### config.mk
export PLATFORM = sky130hd
export DESIGN_NAME = snv_nvm_access
export DESIGN_NICKNAME = d
export VERILOG_FILES = /design/src/include/snv_pkg.sv /design/src/include/snv_nvm_if.sv /design/src/hdl/snv_nvm_store.sv /design/src/hdl/snv_nvm_access.sv
export SDC_FILE = /design/constraint.sdc
export NUM_CORES = 1
export LEC_CHECK = 0
export ABC_AREA = 1
export BUFFER_PORTS_ARGS = -buffer_cell sky130_fd_sc_hd__buf_2
export CORE_ASPECT_RATIO = 1.1
export CORE_MARGIN = 10
export CORE_UTILIZATION = 50
export DETAILED_ROUTE_END_ITERATION = 7
export PLACE_DENSITY = 0.66
export SLEW_MARGIN = 0
export SYNTH_ARGS = -nofsm -noshare
export SYNTH_HDL_FRONTEND = slang
export SYNTH_SLANG_ARGS = --single-unit
### constraint.sdc
create_clock -name clock -period 5.3 [get_ports clock]
set_input_delay 1.06 -clock clock [delete_from_list [all_inputs] [get_ports clock]]
set_output_delay 1.06 -clock clock [all_outputs]
set_load 0.03 [all_outputs]
### src/include/snv_pkg.sv
package snv_pkg;
  localparam int CLK_MHZ      = 25;
  localparam int ENTRY_WIN_MS = 10;
  localparam int ENTRY_CYC    = ENTRY_WIN_MS * 1000 * CLK_MHZ;
  localparam int PROC_US      = 120;
  localparam int PROC_CYC     = PROC_US * CLK_MHZ;
  localparam int COMMIT_MS    = 14;
  localparam int COMMIT_CYC   = COMMIT_MS * 1000 * CLK_MHZ;
  localparam int TIMER_W      = 19;
  localparam int MEAS_W       = 14;
  localparam int RES_LSB      = 10;
  localparam int RES_MSB      = 11;

  localparam logic [6:0]  SLAVE_ADDR    = 7'h44;
  localparam logic [7:0]  CMD_ENTER     = 8'ha0;
  localparam logic [7:0]  CMD_EXIT      = 8'h80;
  localparam logic [7:0]  REG_HUM_RD    = 8'h06;
  localparam logic [7:0]  REG_TEMP_RD   = 8'h11;
  localparam logic [7:0]  REG_ID_HI     = 8'h1e;
  localparam logic [7:0]  REG_ID_LO     = 8'h1f;
  localparam logic [7:0]  REG_HUM_WR    = 8'h46;
  localparam logic [7:0]  REG_TEMP_WR   = 8'h51;
  localparam logic [1:0]  RES_8         = 2'h0;
  localparam logic [1:0]  RES_10        = 2'h1;
  localparam logic [1:0]  RES_12        = 2'h2;
  localparam logic [1:0]  RES_14        = 2'h3;
  localparam logic [15:0] RES_REG_RESET = 16'h0c00;
  localparam logic [1:0]  STAT_VALID    = 2'h0;
  localparam logic [1:0]  STAT_STALE    = 2'h1;
  localparam logic [7:0]  PROG_STAT     = 8'h80;
  localparam logic [7:0]  IDLE_BYTE     = 8'hff;
  // Arbitrary neutral identifier value.
  localparam logic [31:0] ID_DEFAULT    = 32'h5a3c_0f96;

  typedef enum logic [2:0] {
    ST_IDLE, ST_ADDR, ST_AACK, ST_WBYTE, ST_WACK, ST_RBYTE, ST_RACK
  } snv_i2c_state_t;
endpackage : snv_pkg

### src/include/snv_nvm_if.sv
`timescale 1ns/1ps
`default_nettype none
interface snv_nvm_if;
  logic        rd_req;
  logic        wr_req;
  logic [7:0]  addr;
  logic [15:0] wdata;
  logic [15:0] rdata;
  logic        busy;
  logic [1:0]  hum_res;
  logic [1:0]  temp_res;
  modport top (output rd_req, wr_req, addr, wdata,
               input rdata, busy, hum_res, temp_res);
  modport store (input rd_req, wr_req, addr, wdata,
                 output rdata, busy, hum_res, temp_res);
endinterface : snv_nvm_if
`default_nettype wire

### src/hdl/snv_nvm_store.sv
`timescale 1ns/1ps
`default_nettype none
module snv_nvm_store
  import snv_pkg::*;
#(
  parameter logic [TIMER_W-1:0] LOAD_CYC   = TIMER_W'(PROC_CYC),
  parameter logic [TIMER_W-1:0] COMMIT_LEN = TIMER_W'(COMMIT_CYC),
  parameter logic [31:0]        ID_VALUE   = ID_DEFAULT
) (
  input wire logic clock,
  input wire logic rst_n,
  input wire logic erase_n,
  snv_nvm_if.store bus
);
  logic [15:0]        mem_reg [4];
  logic [TIMER_W-1:0] timer_reg;
  logic               wr_pend_reg;
  logic               rd_pend_reg;
  logic [1:0]         idx_reg;
  logic [15:0]        wdata_reg;
  logic [15:0]        rdata_reg;
  logic               rvalid_reg;
  logic               last_tick;

  function automatic logic [1:0] word_idx(input logic [7:0] a);
    case (a)
      REG_HUM_RD, REG_HUM_WR:   word_idx = 2'h0;
      REG_TEMP_RD, REG_TEMP_WR: word_idx = 2'h1;
      REG_ID_HI:                word_idx = 2'h2;
      default:                  word_idx = 2'h3;
    endcase
  endfunction : word_idx

  assign last_tick = timer_reg == TIMER_W'(1);

  // Only erase_n clears the words, so a power cycle on rst_n keeps them.
  always_ff @(posedge clock or negedge erase_n) begin
    if (!erase_n) begin
      mem_reg[0] <= RES_REG_RESET;
      mem_reg[1] <= RES_REG_RESET;
      mem_reg[2] <= ID_VALUE[31:16];
      mem_reg[3] <= ID_VALUE[15:0];
    end else if (wr_pend_reg && last_tick) begin
      mem_reg[idx_reg] <= wdata_reg;
    end
  end

  // The word lands only at the end of the commit time, as a real cell would.
  always_ff @(posedge clock or negedge rst_n) begin
    if (!rst_n) begin
      timer_reg   <= '0;
      wr_pend_reg <= 1'b0;
      rd_pend_reg <= 1'b0;
      idx_reg     <= 2'h0;
      wdata_reg   <= 16'h0000;
    end else if (timer_reg != '0) begin
      timer_reg <= timer_reg - TIMER_W'(1);
      if (last_tick) begin
        wr_pend_reg <= 1'b0;
        rd_pend_reg <= 1'b0;
      end
    end else if (bus.wr_req) begin
      timer_reg   <= COMMIT_LEN;
      wr_pend_reg <= 1'b1;
      idx_reg     <= word_idx(bus.addr);
      wdata_reg   <= bus.wdata;
    end else if (bus.rd_req) begin
      timer_reg   <= LOAD_CYC;
      rd_pend_reg <= 1'b1;
      idx_reg     <= word_idx(bus.addr);
    end
  end

  always_ff @(posedge clock or negedge rst_n) begin
    if (!rst_n) begin
      rdata_reg  <= 16'h0000;
      rvalid_reg <= 1'b0;
    end else if (bus.rd_req && timer_reg == '0) begin
      rvalid_reg <= 1'b0;
    end else if (rd_pend_reg && last_tick) begin
      rdata_reg  <= mem_reg[idx_reg];
      rvalid_reg <= 1'b1;
    end
  end

  assign bus.busy     = timer_reg != '0;
  assign bus.rdata    = rdata_reg;
  assign bus.hum_res  = mem_reg[0][RES_MSB:RES_LSB];
  assign bus.temp_res = mem_reg[1][RES_MSB:RES_LSB];
endmodule : snv_nvm_store
`default_nettype wire

### src/hdl/snv_nvm_access.sv
`timescale 1ns/1ps
`default_nettype none
// Notes on behaviour
// - Entry accepted only within 10 ms window.
// - Entry is write A0 00 00 to device.
// - Entry takes 120 us before register access.
// - Write 80 00 00 leaves programming mode.
// - All programming registers are 16 bits.
// - Resolution and identifier kept across power cycles.
// - Resolutions read at 06 and 11.
// - Resolutions written at 46 and 51.
// - Resolution field bits 11:10, codes 8-14 bits.
// - Both resolutions default to 14 bits.
// - Register read needs 120 us load time.
// - Register write needs 14 ms commit time.
// - Identifier 32 bits at 1E and 1F.
// - Measurement is four bytes, humidity then temperature.
// - Answer only the configured seven-bit address.
// - Outputs scaled to 14 bits, MSB first.
module snv_nvm_access
  import snv_pkg::*;
#(
  parameter logic [6:0]         DEV_ADDR   = SLAVE_ADDR,
  parameter logic [TIMER_W-1:0] WIN_CYC    = TIMER_W'(ENTRY_CYC),
  parameter logic [TIMER_W-1:0] LOAD_CYC   = TIMER_W'(PROC_CYC),
  parameter logic [TIMER_W-1:0] COMMIT_LEN = TIMER_W'(COMMIT_CYC),
  parameter logic [31:0]        ID_VALUE   = ID_DEFAULT
) (
  input  wire logic              clock,
  input  wire logic              rst_n,
  input  wire logic              nvm_erase_n,
  input  wire logic              scl_i,
  input  wire logic              sda_i,
  output var  logic              sda_o,
  output var  logic              sda_oe,
  input  wire logic [MEAS_W-1:0] hum_sample,
  input  wire logic [MEAS_W-1:0] temp_sample,
  output var  logic              meas_req,
  output var  logic              prog_mode
);
  snv_nvm_if nvm_bus ();

  snv_i2c_state_t     state_reg;
  logic [2:0]         scl_sync_reg, sda_sync_reg;
  logic [TIMER_W-1:0] win_cnt_reg;
  logic [TIMER_W-1:0] entry_cnt_reg;
  logic [3:0]         bit_cnt_reg;
  logic [7:0]         rx_reg;
  logic [7:0]         tx_reg;
  logic               sda_oe_reg, sda_o_reg;
  logic               rw_reg, mack_reg, wtxn_reg;
  logic [2:0]         wr_cnt_reg;
  logic [7:0]         wr_buf_reg [3];
  logic [1:0]         rd_idx_reg;
  logic               prog_reg, meas_req_reg, fresh_reg;
  logic [MEAS_W-1:0]  hum_cap_reg, temp_cap_reg;
  logic               rd_req_reg, wr_req_reg;
  logic [7:0]         addr_reg;
  logic [15:0]        wdata_reg;
  logic [7:0]         tx_byte;
  logic               scl_s, scl_d, sda_s, sda_d;
  logic               scl_rise, scl_fall, bus_start, bus_stop;
  logic               win_open, busy, exec, tail_zero, three;
  logic               enter_ok, exit_ok, rd_ok, wr_ok, mr, fetch_done;

  snv_nvm_store #(
    .LOAD_CYC   (LOAD_CYC),
    .COMMIT_LEN (COMMIT_LEN),
    .ID_VALUE   (ID_VALUE)
  ) u_store (
    .clock   (clock),
    .rst_n   (rst_n),
    .erase_n (nvm_erase_n),
    .bus     (nvm_bus.store)
  );

  // Lower resolutions zero the dropped low bits but keep a 14-bit frame.
  function automatic logic [MEAS_W-1:0] res_mask(input logic [1:0] res);
    case (res)
      RES_8:   res_mask = 14'h3fc0;
      RES_10:  res_mask = 14'h3ff0;
      RES_12:  res_mask = 14'h3ffc;
      default: res_mask = 14'h3fff;
    endcase
  endfunction : res_mask

  function automatic logic is_rd_addr(input logic [7:0] a);
    is_rd_addr = a == REG_HUM_RD || a == REG_TEMP_RD || a == REG_ID_HI || a == REG_ID_LO;
  endfunction : is_rd_addr

  // Bit 2 of the sync shift is only an edge reference behind the second stage.
  always_ff @(posedge clock or negedge rst_n) begin
    if (!rst_n) begin
      scl_sync_reg <= 3'h7;
      sda_sync_reg <= 3'h7;
    end else begin
      scl_sync_reg <= {scl_sync_reg[1:0], scl_i};
      sda_sync_reg <= {sda_sync_reg[1:0], sda_i};
    end
  end

  assign scl_s     = scl_sync_reg[1];
  assign scl_d     = scl_sync_reg[2];
  assign sda_s     = sda_sync_reg[1];
  assign sda_d     = sda_sync_reg[2];
  assign scl_rise  = scl_s && !scl_d;
  assign scl_fall  = !scl_s && scl_d;
  assign bus_start = scl_s && scl_d && sda_d && !sda_s;
  assign bus_stop  = scl_s && scl_d && !sda_d && sda_s;

  always_ff @(posedge clock or negedge rst_n) begin
    if (!rst_n) begin
      win_cnt_reg <= '0;
    end else if (win_cnt_reg != WIN_CYC) begin
      win_cnt_reg <= win_cnt_reg + TIMER_W'(1);
    end
  end

  assign win_open = win_cnt_reg != WIN_CYC;
  assign busy     = entry_cnt_reg != '0 || nvm_bus.busy;

  assign exec      = bus_stop && wtxn_reg;
  assign three     = wr_cnt_reg == 3'h3;
  assign tail_zero = wr_buf_reg[1] == 8'h00 && wr_buf_reg[2] == 8'h00;
  assign enter_ok  = exec && !prog_reg && three && wr_buf_reg[0] == CMD_ENTER
                     && tail_zero && win_open;
  assign exit_ok   = exec && prog_reg && three && wr_buf_reg[0] == CMD_EXIT
                     && tail_zero;
  assign rd_ok     = exec && prog_reg && three && tail_zero
                     && is_rd_addr(wr_buf_reg[0]);
  assign wr_ok     = exec && prog_reg && three
                     && (wr_buf_reg[0] == REG_HUM_WR || wr_buf_reg[0] == REG_TEMP_WR);
  assign mr        = exec && !prog_reg && wr_cnt_reg == 3'h0;
  assign fetch_done = state_reg == ST_RBYTE && scl_fall && bit_cnt_reg == 4'h8
                      && rd_idx_reg == 2'h0 && !prog_reg;

  always_ff @(posedge clock or negedge rst_n) begin
    if (!rst_n) begin
      prog_reg      <= 1'b0;
      entry_cnt_reg <= '0;
    end else begin
      if (entry_cnt_reg != '0) begin
        entry_cnt_reg <= entry_cnt_reg - TIMER_W'(1);
      end
      if (enter_ok) begin
        prog_reg      <= 1'b1;
        entry_cnt_reg <= LOAD_CYC;
      end else if (exit_ok) begin
        prog_reg <= 1'b0;
      end
    end
  end

  // Requests to the store; the 16-bit word is taken MSB first.
  always_ff @(posedge clock or negedge rst_n) begin
    if (!rst_n) begin
      rd_req_reg <= 1'b0;
      wr_req_reg <= 1'b0;
      addr_reg   <= 8'h00;
      wdata_reg  <= 16'h0000;
    end else begin
      rd_req_reg <= rd_ok;
      wr_req_reg <= wr_ok;
      if (rd_ok || wr_ok) begin
        addr_reg  <= wr_buf_reg[0];
        wdata_reg <= {wr_buf_reg[1], wr_buf_reg[2]};
      end
    end
  end

  assign nvm_bus.rd_req = rd_req_reg;
  assign nvm_bus.wr_req = wr_req_reg;
  assign nvm_bus.addr   = addr_reg;
  assign nvm_bus.wdata  = wdata_reg;

  // A fresh capture beats a fetch that ends in the same cycle.
  always_ff @(posedge clock or negedge rst_n) begin
    if (!rst_n) begin
      meas_req_reg <= 1'b0;
      fresh_reg    <= 1'b0;
      hum_cap_reg  <= '0;
      temp_cap_reg <= '0;
    end else begin
      meas_req_reg <= mr;
      if (mr) begin
        fresh_reg    <= 1'b1;
        hum_cap_reg  <= hum_sample & res_mask(nvm_bus.hum_res);
        temp_cap_reg <= temp_sample & res_mask(nvm_bus.temp_res);
      end else if (fetch_done) begin
        fresh_reg <= 1'b0;
      end
    end
  end

  always_comb begin
    tx_byte = IDLE_BYTE;
    if (prog_reg) begin
      case (rd_idx_reg)
        2'h0:    tx_byte = PROG_STAT | {7'h00, busy};
        2'h1:    tx_byte = nvm_bus.rdata[15:8];
        2'h2:    tx_byte = nvm_bus.rdata[7:0];
        default: tx_byte = IDLE_BYTE;
      endcase
    end else begin
      case (rd_idx_reg)
        2'h0:    tx_byte = {fresh_reg ? STAT_VALID : STAT_STALE, hum_cap_reg[13:8]};
        2'h1:    tx_byte = hum_cap_reg[7:0];
        2'h2:    tx_byte = temp_cap_reg[13:6];
        default: tx_byte = {temp_cap_reg[5:0], 2'b00};
      endcase
    end
  end

  // While the store or the entry step is busy the address is not acknowledged,
  // so a master that ignores the waits sees a NACK instead of corrupting data.
  always_ff @(posedge clock or negedge rst_n) begin
    if (!rst_n) begin
      state_reg   <= ST_IDLE;
      bit_cnt_reg <= 4'h0;
      rx_reg      <= 8'h00;
      tx_reg      <= 8'h00;
      sda_oe_reg  <= 1'b0;
      rw_reg      <= 1'b0;
      mack_reg    <= 1'b0;
      wtxn_reg    <= 1'b0;
      wr_cnt_reg  <= 3'h0;
      rd_idx_reg  <= 2'h0;
      for (int i = 0; i < 3; i++) begin
        wr_buf_reg[i] <= 8'h00;
      end
    end else if (bus_start) begin
      state_reg   <= ST_ADDR;
      bit_cnt_reg <= 4'h0;
      sda_oe_reg  <= 1'b0;
      wtxn_reg    <= 1'b0;
      wr_cnt_reg  <= 3'h0;
      rd_idx_reg  <= 2'h0;
    end else if (bus_stop) begin
      state_reg  <= ST_IDLE;
      sda_oe_reg <= 1'b0;
      wtxn_reg   <= 1'b0;
    end else begin
      case (state_reg)
        ST_ADDR, ST_WBYTE: begin
          if (scl_rise) begin
            rx_reg      <= {rx_reg[6:0], sda_s};
            bit_cnt_reg <= bit_cnt_reg + 4'h1;
          end else if (scl_fall && bit_cnt_reg == 4'h8) begin
            if (state_reg == ST_WBYTE) begin
              state_reg  <= ST_WACK;
              sda_oe_reg <= 1'b1;
              if (wr_cnt_reg < 3'h3) begin
                wr_buf_reg[wr_cnt_reg[1:0]] <= rx_reg;
              end
              if (wr_cnt_reg != 3'h4) begin
                wr_cnt_reg <= wr_cnt_reg + 3'h1;
              end
            end else if (rx_reg[7:1] == DEV_ADDR && !(prog_reg && busy)) begin
              state_reg  <= ST_AACK;
              sda_oe_reg <= 1'b1;
              rw_reg     <= rx_reg[0];
            end else begin
              state_reg <= ST_IDLE;
            end
          end
        end
        ST_AACK: begin
          if (scl_fall) begin
            bit_cnt_reg <= 4'h0;
            if (rw_reg) begin
              state_reg  <= ST_RBYTE;
              tx_reg     <= {tx_byte[6:0], 1'b0};
              sda_oe_reg <= !tx_byte[7];
            end else begin
              state_reg  <= ST_WBYTE;
              sda_oe_reg <= 1'b0;
              wtxn_reg   <= 1'b1;
            end
          end
        end
        ST_WACK: begin
          if (scl_fall) begin
            state_reg   <= ST_WBYTE;
            sda_oe_reg  <= 1'b0;
            bit_cnt_reg <= 4'h0;
          end
        end
        ST_RBYTE: begin
          if (scl_rise) begin
            bit_cnt_reg <= bit_cnt_reg + 4'h1;
          end else if (scl_fall) begin
            if (bit_cnt_reg == 4'h8) begin
              state_reg  <= ST_RACK;
              sda_oe_reg <= 1'b0;
              if (rd_idx_reg != 2'h3) begin
                rd_idx_reg <= rd_idx_reg + 2'h1;
              end
            end else begin
              sda_oe_reg <= !tx_reg[7];
              tx_reg     <= {tx_reg[6:0], 1'b0};
            end
          end
        end
        ST_RACK: begin
          if (scl_rise) begin
            mack_reg <= !sda_s;
          end else if (scl_fall) begin
            bit_cnt_reg <= 4'h0;
            if (mack_reg) begin
              state_reg  <= ST_RBYTE;
              tx_reg     <= {tx_byte[6:0], 1'b0};
              sda_oe_reg <= !tx_byte[7];
            end else begin
              state_reg <= ST_IDLE;
            end
          end
        end
        default: begin
          state_reg <= ST_IDLE;
        end
      endcase
    end
  end

  // The pin is only ever pulled low; release is the high level.
  always_ff @(posedge clock or negedge rst_n) begin
    if (!rst_n) begin
      sda_o_reg <= 1'b0;
    end else begin
      sda_o_reg <= 1'b0;
    end
  end

  assign sda_o     = sda_o_reg;
  assign sda_oe    = sda_oe_reg;
  assign meas_req  = meas_req_reg;
  assign prog_mode = prog_reg;
endmodule : snv_nvm_access
`default_nettype wire

==> impl_metrics.yaml, run 1 <==
synth:
  yosysWarnings: 0
  syn_area_per_cell_um2: 8.65
  netlist_area_um2: 12700
  syn_nets: 1524
  synth_seq_area_share_pct: 54.3
  yosys_register_bits: 275
  synthCells: 1473
  yosys.area.top_type_share_pct: 48.9
  ys_top_cells_by_area: "dfrtp_1, nand2_1, o21ai_0"
  synth_largest_area_cell: "dfrtp_1"
  yosysUniqueCellTypes: 54
cts:
  cts_max_level: 1
  clock_path_buffers: 3
  clk_pin_slew_ps: 60
  ctsResizeCount: 0
  cts.sinks: 275
  postCtsSetupRepairBufs: 0
  hold_buffers: 0
  clock_latency_ps: 540
  cts_tree: "done"
  cts_buffers: 29
  root_buffer: "clkbuf_16"
floorplanning:
  die_x_um: 172
  die_area_um2: 32300
  rows: 61
  fp.dieH_um: 187
  num_io_pins: 37
  core_um2: 25200
  start_util_pct: 50.6
final_layout:
  syn_to_final_growth_pct: 10.9
  final_common_cell: "nand2_1"
  drive_above_1_share_pct: 10.0
  largest_reg_flops: 60
  post-route-cell-area_um2: 14100
  final_util_pct: 56.1
  nNetsFinal: 1546
  diodes: 0
  stdcell_count: 1832
  final_cell_mix: "nand2_1, dfrtp_1, inv_1"
placed_design:
  dp_hpwl_um: 19600
  placed_area_um2: 13100
  placedCellCount: 1779
  routabilityCongestion: 0.876
  io_buffers: 35
  detailedPlace.worstSlack_ps: 2310
timing:
  setup_tns_ps: 0
  worst_slack_ps: 2270
  worstMarginPinSlew_ps: 1250
  max_slew_margin_pct: 16.5
  fin_crit_ps: 3030
  whs_ps: 357
  skew_ps: 19.3
  setup_violations: 0
  final.period_utilization_pct: 57.2
  hold_violations: 0
  max_clock_freq_mhz: 330
  rsz0062_at_grt: "false"
  slew_viol_final: 0
grt:
  antenna_found_initial: 0
  grt_max_degree: 112
  gr-total-overflow: 0
  track_usage_pct: 17.8
  first_global_vias: 9829
  grt_pass1_wl_um: 48100
detailed_routing:
  drcViolationCount: 0
  dr.pass1.iters: 5
  finalWirelength_um: 28200
  viasPerCell: 5.32
  drt_iter0_markers: 755
  post_drt_wl_per_cell_um: 15.4
  vias: 9747
  ant_nets: 0
critical_path:
  rr_endpoint: "u_store.mem_reg[38]"
  worst_setup_path_start_kind: "register"
  critPathArrivalTime_ps: 3450
  ff2ff_setup_slack_ps: 2270
  ff2ff_path_depth: 4
  reg2reg_from: "u_store.idx_reg[0]"
  end_kind: "register"
  worstPathMaxFanout: 32
  crit_required_ps: 5710
  crit_type: "register to register"
hold_path:
  min_from: "scl_sync_reg[0]"
  hold_end: "scl_sync_reg[1]"
  hold_depth: 0
  hold_path.class: "register to register"
pwr:
  p_leak_nw: 6.82
  total_power_mw: 4.96
  ir_worst_vdd_v: 0.000248
  power.density_nw_per_um2: 351
flow_run:
  cap_violations: 0
run_status:
  status: "completed"
where the power goes:
| group | switching (mW) | internal [mW] |
|---|---|---|
| combinational | 0.311 | 0.154 |
| clock | 0.818 | 1.32 |
| sequential | 0.0982 | 2.25 |
| total | 1.23 | 3.73 |
layer usage:
layer,track usage [%],share of wire [%],up-vias
met4,5.01,2.5,0
met1,22.9,45,4680
li1,-,-,4859
met2,30.6,49,169
met3,2.28,3.8,39
met5,0,0,-
worst max-delay path, stage by stage (launching register included):
cell	delay, ps
dfrtp_1	380
inv_1	70
nor2_1	930
nand3_1	1040
o21ai_0	490
kinds of logic (layout without fill, tap and decap cells):
group	after synthesis	after routing	synth area share, %
simple gates	619	619	20.9
xor+xnor	30	30	2.06
buf+inv	226	270	7.07
other cells	1	1	0.0294
mux	1	1	0.0786
compound gates	303	303	13.7
fa+ha+maj	18	18	1.77
flops	275	275	54.3
synthesized netlist by cell type (all sizes together):
cell type / n
nand2: 369
dfrtp: 249
o21ai: 194
inv: 179
nor2: 120
nand3: 67
a21oi: 38
clkbuf: 28
dfstp: 26
nor3: 26
xor2: 23
nand4: 21
buf: 18
ha: 18
a221oi: 16
a22o: 15
nor4: 10
o22ai: 10
xnor2: 7
a31oi: 5
a32oi: 4
o211ai: 4
a22oi: 3
o21bai: 3
o31ai: 3
or2: 3
a2111oi: 2
and3: 2
o21a: 2
a211o: 1
a211oi: 1
a311o: 1
a31o: 1
clkinv: 1
conb: 1
mux2i: 1
nor3b: 1
worst max-delay path by stage:
stage	slack [ps]	to	start
floorplan	3500	entry_cnt_reg[6]	wr_cnt_reg[0]
global placement	2400	u_store.bus.hum_res[0]	u_store.idx_reg[1]
detailed placement	2310	u_store.mem_reg[38]	u_store.idx_reg[0]
CTS	2300	u_store.mem_reg[38]	u_store.idx_reg[0]
global route	1880	u_store.mem_reg[38]	u_store.idx_reg[0]
finish	2270	u_store.mem_reg[38]	u_store.idx_reg[0]
cell type report:
class,count,area [um^2]
Clock buffer,39,783
Clock inverter,14,224
Fill cell,2272,11100
Inverter,180,676
Multi-Input combinational cell,972,4920
Sequential cell,275,6910
Tap cell,315,394
Timing Repair Buffer,37,213
Note: power is estimated with default switching activity, not from simulation.
==> run 2: changes to the inputs <==
--- a/config.mk
+++ b/config.mk
@@ -11,7 +11,7 @@
 export CORE_MARGIN = 10
 export CORE_UTILIZATION = 50
 export DETAILED_ROUTE_END_ITERATION = 7
-export PLACE_DENSITY = 0.66
+export PLACE_DENSITY = 0.69
 export SLEW_MARGIN = 0
 export SYNTH_ARGS = -nofsm -noshare
 export SYNTH_HDL_FRONTEND = slang
==> constraint.sdc (replaced) <==
create_clock -name clock -period 2.7 [get_ports clock]
set_input_delay 0.54 -clock clock [delete_from_list [all_inputs] [get_ports clock]]
set_output_delay 0.54 -clock clock [all_outputs]
set_load 0.03 [all_outputs]
==> impl_metrics.yaml, run 2 (same netlist as run 1, synthesis figures left out) <==
critical_path:
  crit_required_ps: 3090
  worstPathMaxFanout: 42
  crit_type: "register to register"
  critPathArrivalTime_ps: 2690
  worst_setup_path_start_kind: "register"
  end_kind: "register"
placed_design:
  dp_hpwl_um: 19600
  placedCellCount: 1798
  routabilityCongestion: 0.877
  io_buffers: 35
timing:
  rsz0062_at_grt: "false"
  final.period_utilization_pct: 85.2
  setup_tns_ps: 0
  skew_ps: 13.0
  setup_violations: 0
  whs_ps: -6.28
  hold_violations: 8
  max_clock_freq_mhz: 435
  fin_crit_ps: 2300
  max_slew_margin_pct: 47.6
  worstMarginPinSlew_ps: 786
  slew_viol_final: 0
floorplanning:
  start_util_pct: 50.6
  core_um2: 25200
  num_io_pins: 37
  die_x_um: 172
  rows: 61
  fp.dieH_um: 187
  die_area_um2: 32300
run_status:
  status: "finished with violations"
  violations: "hold timing"
cts:
  cts.sinks: 275
  cts_buffers: 29
  clock_latency_ps: 550
  clock_path_buffers: 3
  cts_tree: "done"
  clk_pin_slew_ps: 60
  cts_max_level: 1
  hold_buffers: 0
  postCtsSetupRepairBufs: 0
  ctsResizeCount: 0
  root_buffer: "clkbuf_16"
grt:
  first_global_vias: 9669
  grt_pass1_wl_um: 48200
  antenna_found_initial: 0
  grt_max_degree: 80
  track_usage_pct: 17.9
  gr-total-overflow: 0
detailed_routing:
  drcViolationCount: 0
  vias: 9835
  finalWirelength_um: 28400
  viasPerCell: 5.31
  drt_iter0_markers: 895
  dr.pass1.iters: 7
  ant_nets: 0
  post_drt_wl_per_cell_um: 15.4
pwr:
  p_leak_nw: 6.91
  ir_worst_vdd_v: 0.000394
  power.density_nw_per_um2: 679
flow_run:
  cap_violations: 0
final_layout:
  diodes: 0
  nNetsFinal: 1565
  final_cell_mix: "nand2_1, dfrtp_1, inv_1"
  final_common_cell: "nand2_1"
  stdcell_count: 1852
  largest_reg_flops: 60
  fillers: 2247
  drive_above_1_share_pct: 11.3
  syn_to_final_growth_pct: 12.1
hold_path:
  hold_path.class: "input port to asynchronous set/reset pin"
[run 2: cell types whose count changed in the layout (fill, tap and decap cells not counted), sizes merged]
cell / change
clkinv: -4
inv: +2
bufinv: -2
clkinvlp: +2
clkbuf: +3
buf: +19
[run 2: area by class of cell]
| cell class | instances | area, um^2 | area share [%] |
|---|---|---|---|
| inverters | 180 | 676 | 4.73 |
| clock buffers | 42 | 835 | 5.84 |
| well taps | 315 | 394 | 2.76 |
| clock inverters | 12 | 175 | 1.23 |
| flip-flops and latches | 275 | 6910 | 48.4 |
| multi-input cells | 972 | 4920 | 34.4 |
| repair buffers | 56 | 368 | 2.58 |
[run 2: where the power goes]
part	total, mW	internal, mW	switching, mW
sequential	4.60	4.41	0.189
clock	4.17	2.53	1.64
combinational	0.927	0.308	0.619
total	9.70	7.25	2.45
[run 2: through the flow]
stage / total power [mW] / util [%] / setup slack (ps) / hold slack [ps] / cell area, um^2
2_1_floorplan: 5.22 / - / 903 / 244 / 12700
3_3_place_gp: 5.56 / 52.7 / 484 / 346 / 13300
3_5_place_dp: 5.60 / 52.7 / 401 / 347 / 13300
4_1_cts: 9.78 / 56.7 / 376 / 1.31 / 14300
5_1_grt: 10.1 / 56.7 / 160 / 28.3 / 14300
6_report: 9.70 / 56.7 / 401 / -6.28 / 14300
[run 2: final timing paths]
check                           startpoint              endpoint  slack [ps]  depth (start not counted)
setup / recovery           scl_sync_reg[2]      nvm_bus.wdata[7]         400                          9
hold reg to reg            sda_sync_reg[0]       sda_sync_reg[1]         360                          0
max in group asynchronous            rst_n    u_store.idx_reg[0]        1950                          2
setup reg to reg           scl_sync_reg[2]      nvm_bus.wdata[7]         400                          9
min in group clock                   scl_i       scl_sync_reg[0]          90                          1
hold / removal                       rst_n  u_store.bus.rdata[3]          -6                          1
[run 2: worst max-delay path, stage by stage, from the launching register on]
cell and delay (ps):
dfstp_2 550, nand2_1 100, inv_2 60, nand3_1 130, nor2_2 170, nand3_1 140
nor2_1 180, nand3_2 130, nand2_2 500, o21ai_0 170
[run 2: routing by layer]
layer / GRT usage [%] / part of all wire, % / vias to the layer above
met5: 0 / 0 / -
met4: 4.85 / 2.0 / 0
met3: 2.70 / 5.0 / 45
met2: 29.5 / 48 / 217
met1: 24.0 / 45 / 4670
li1: - / - / 4903
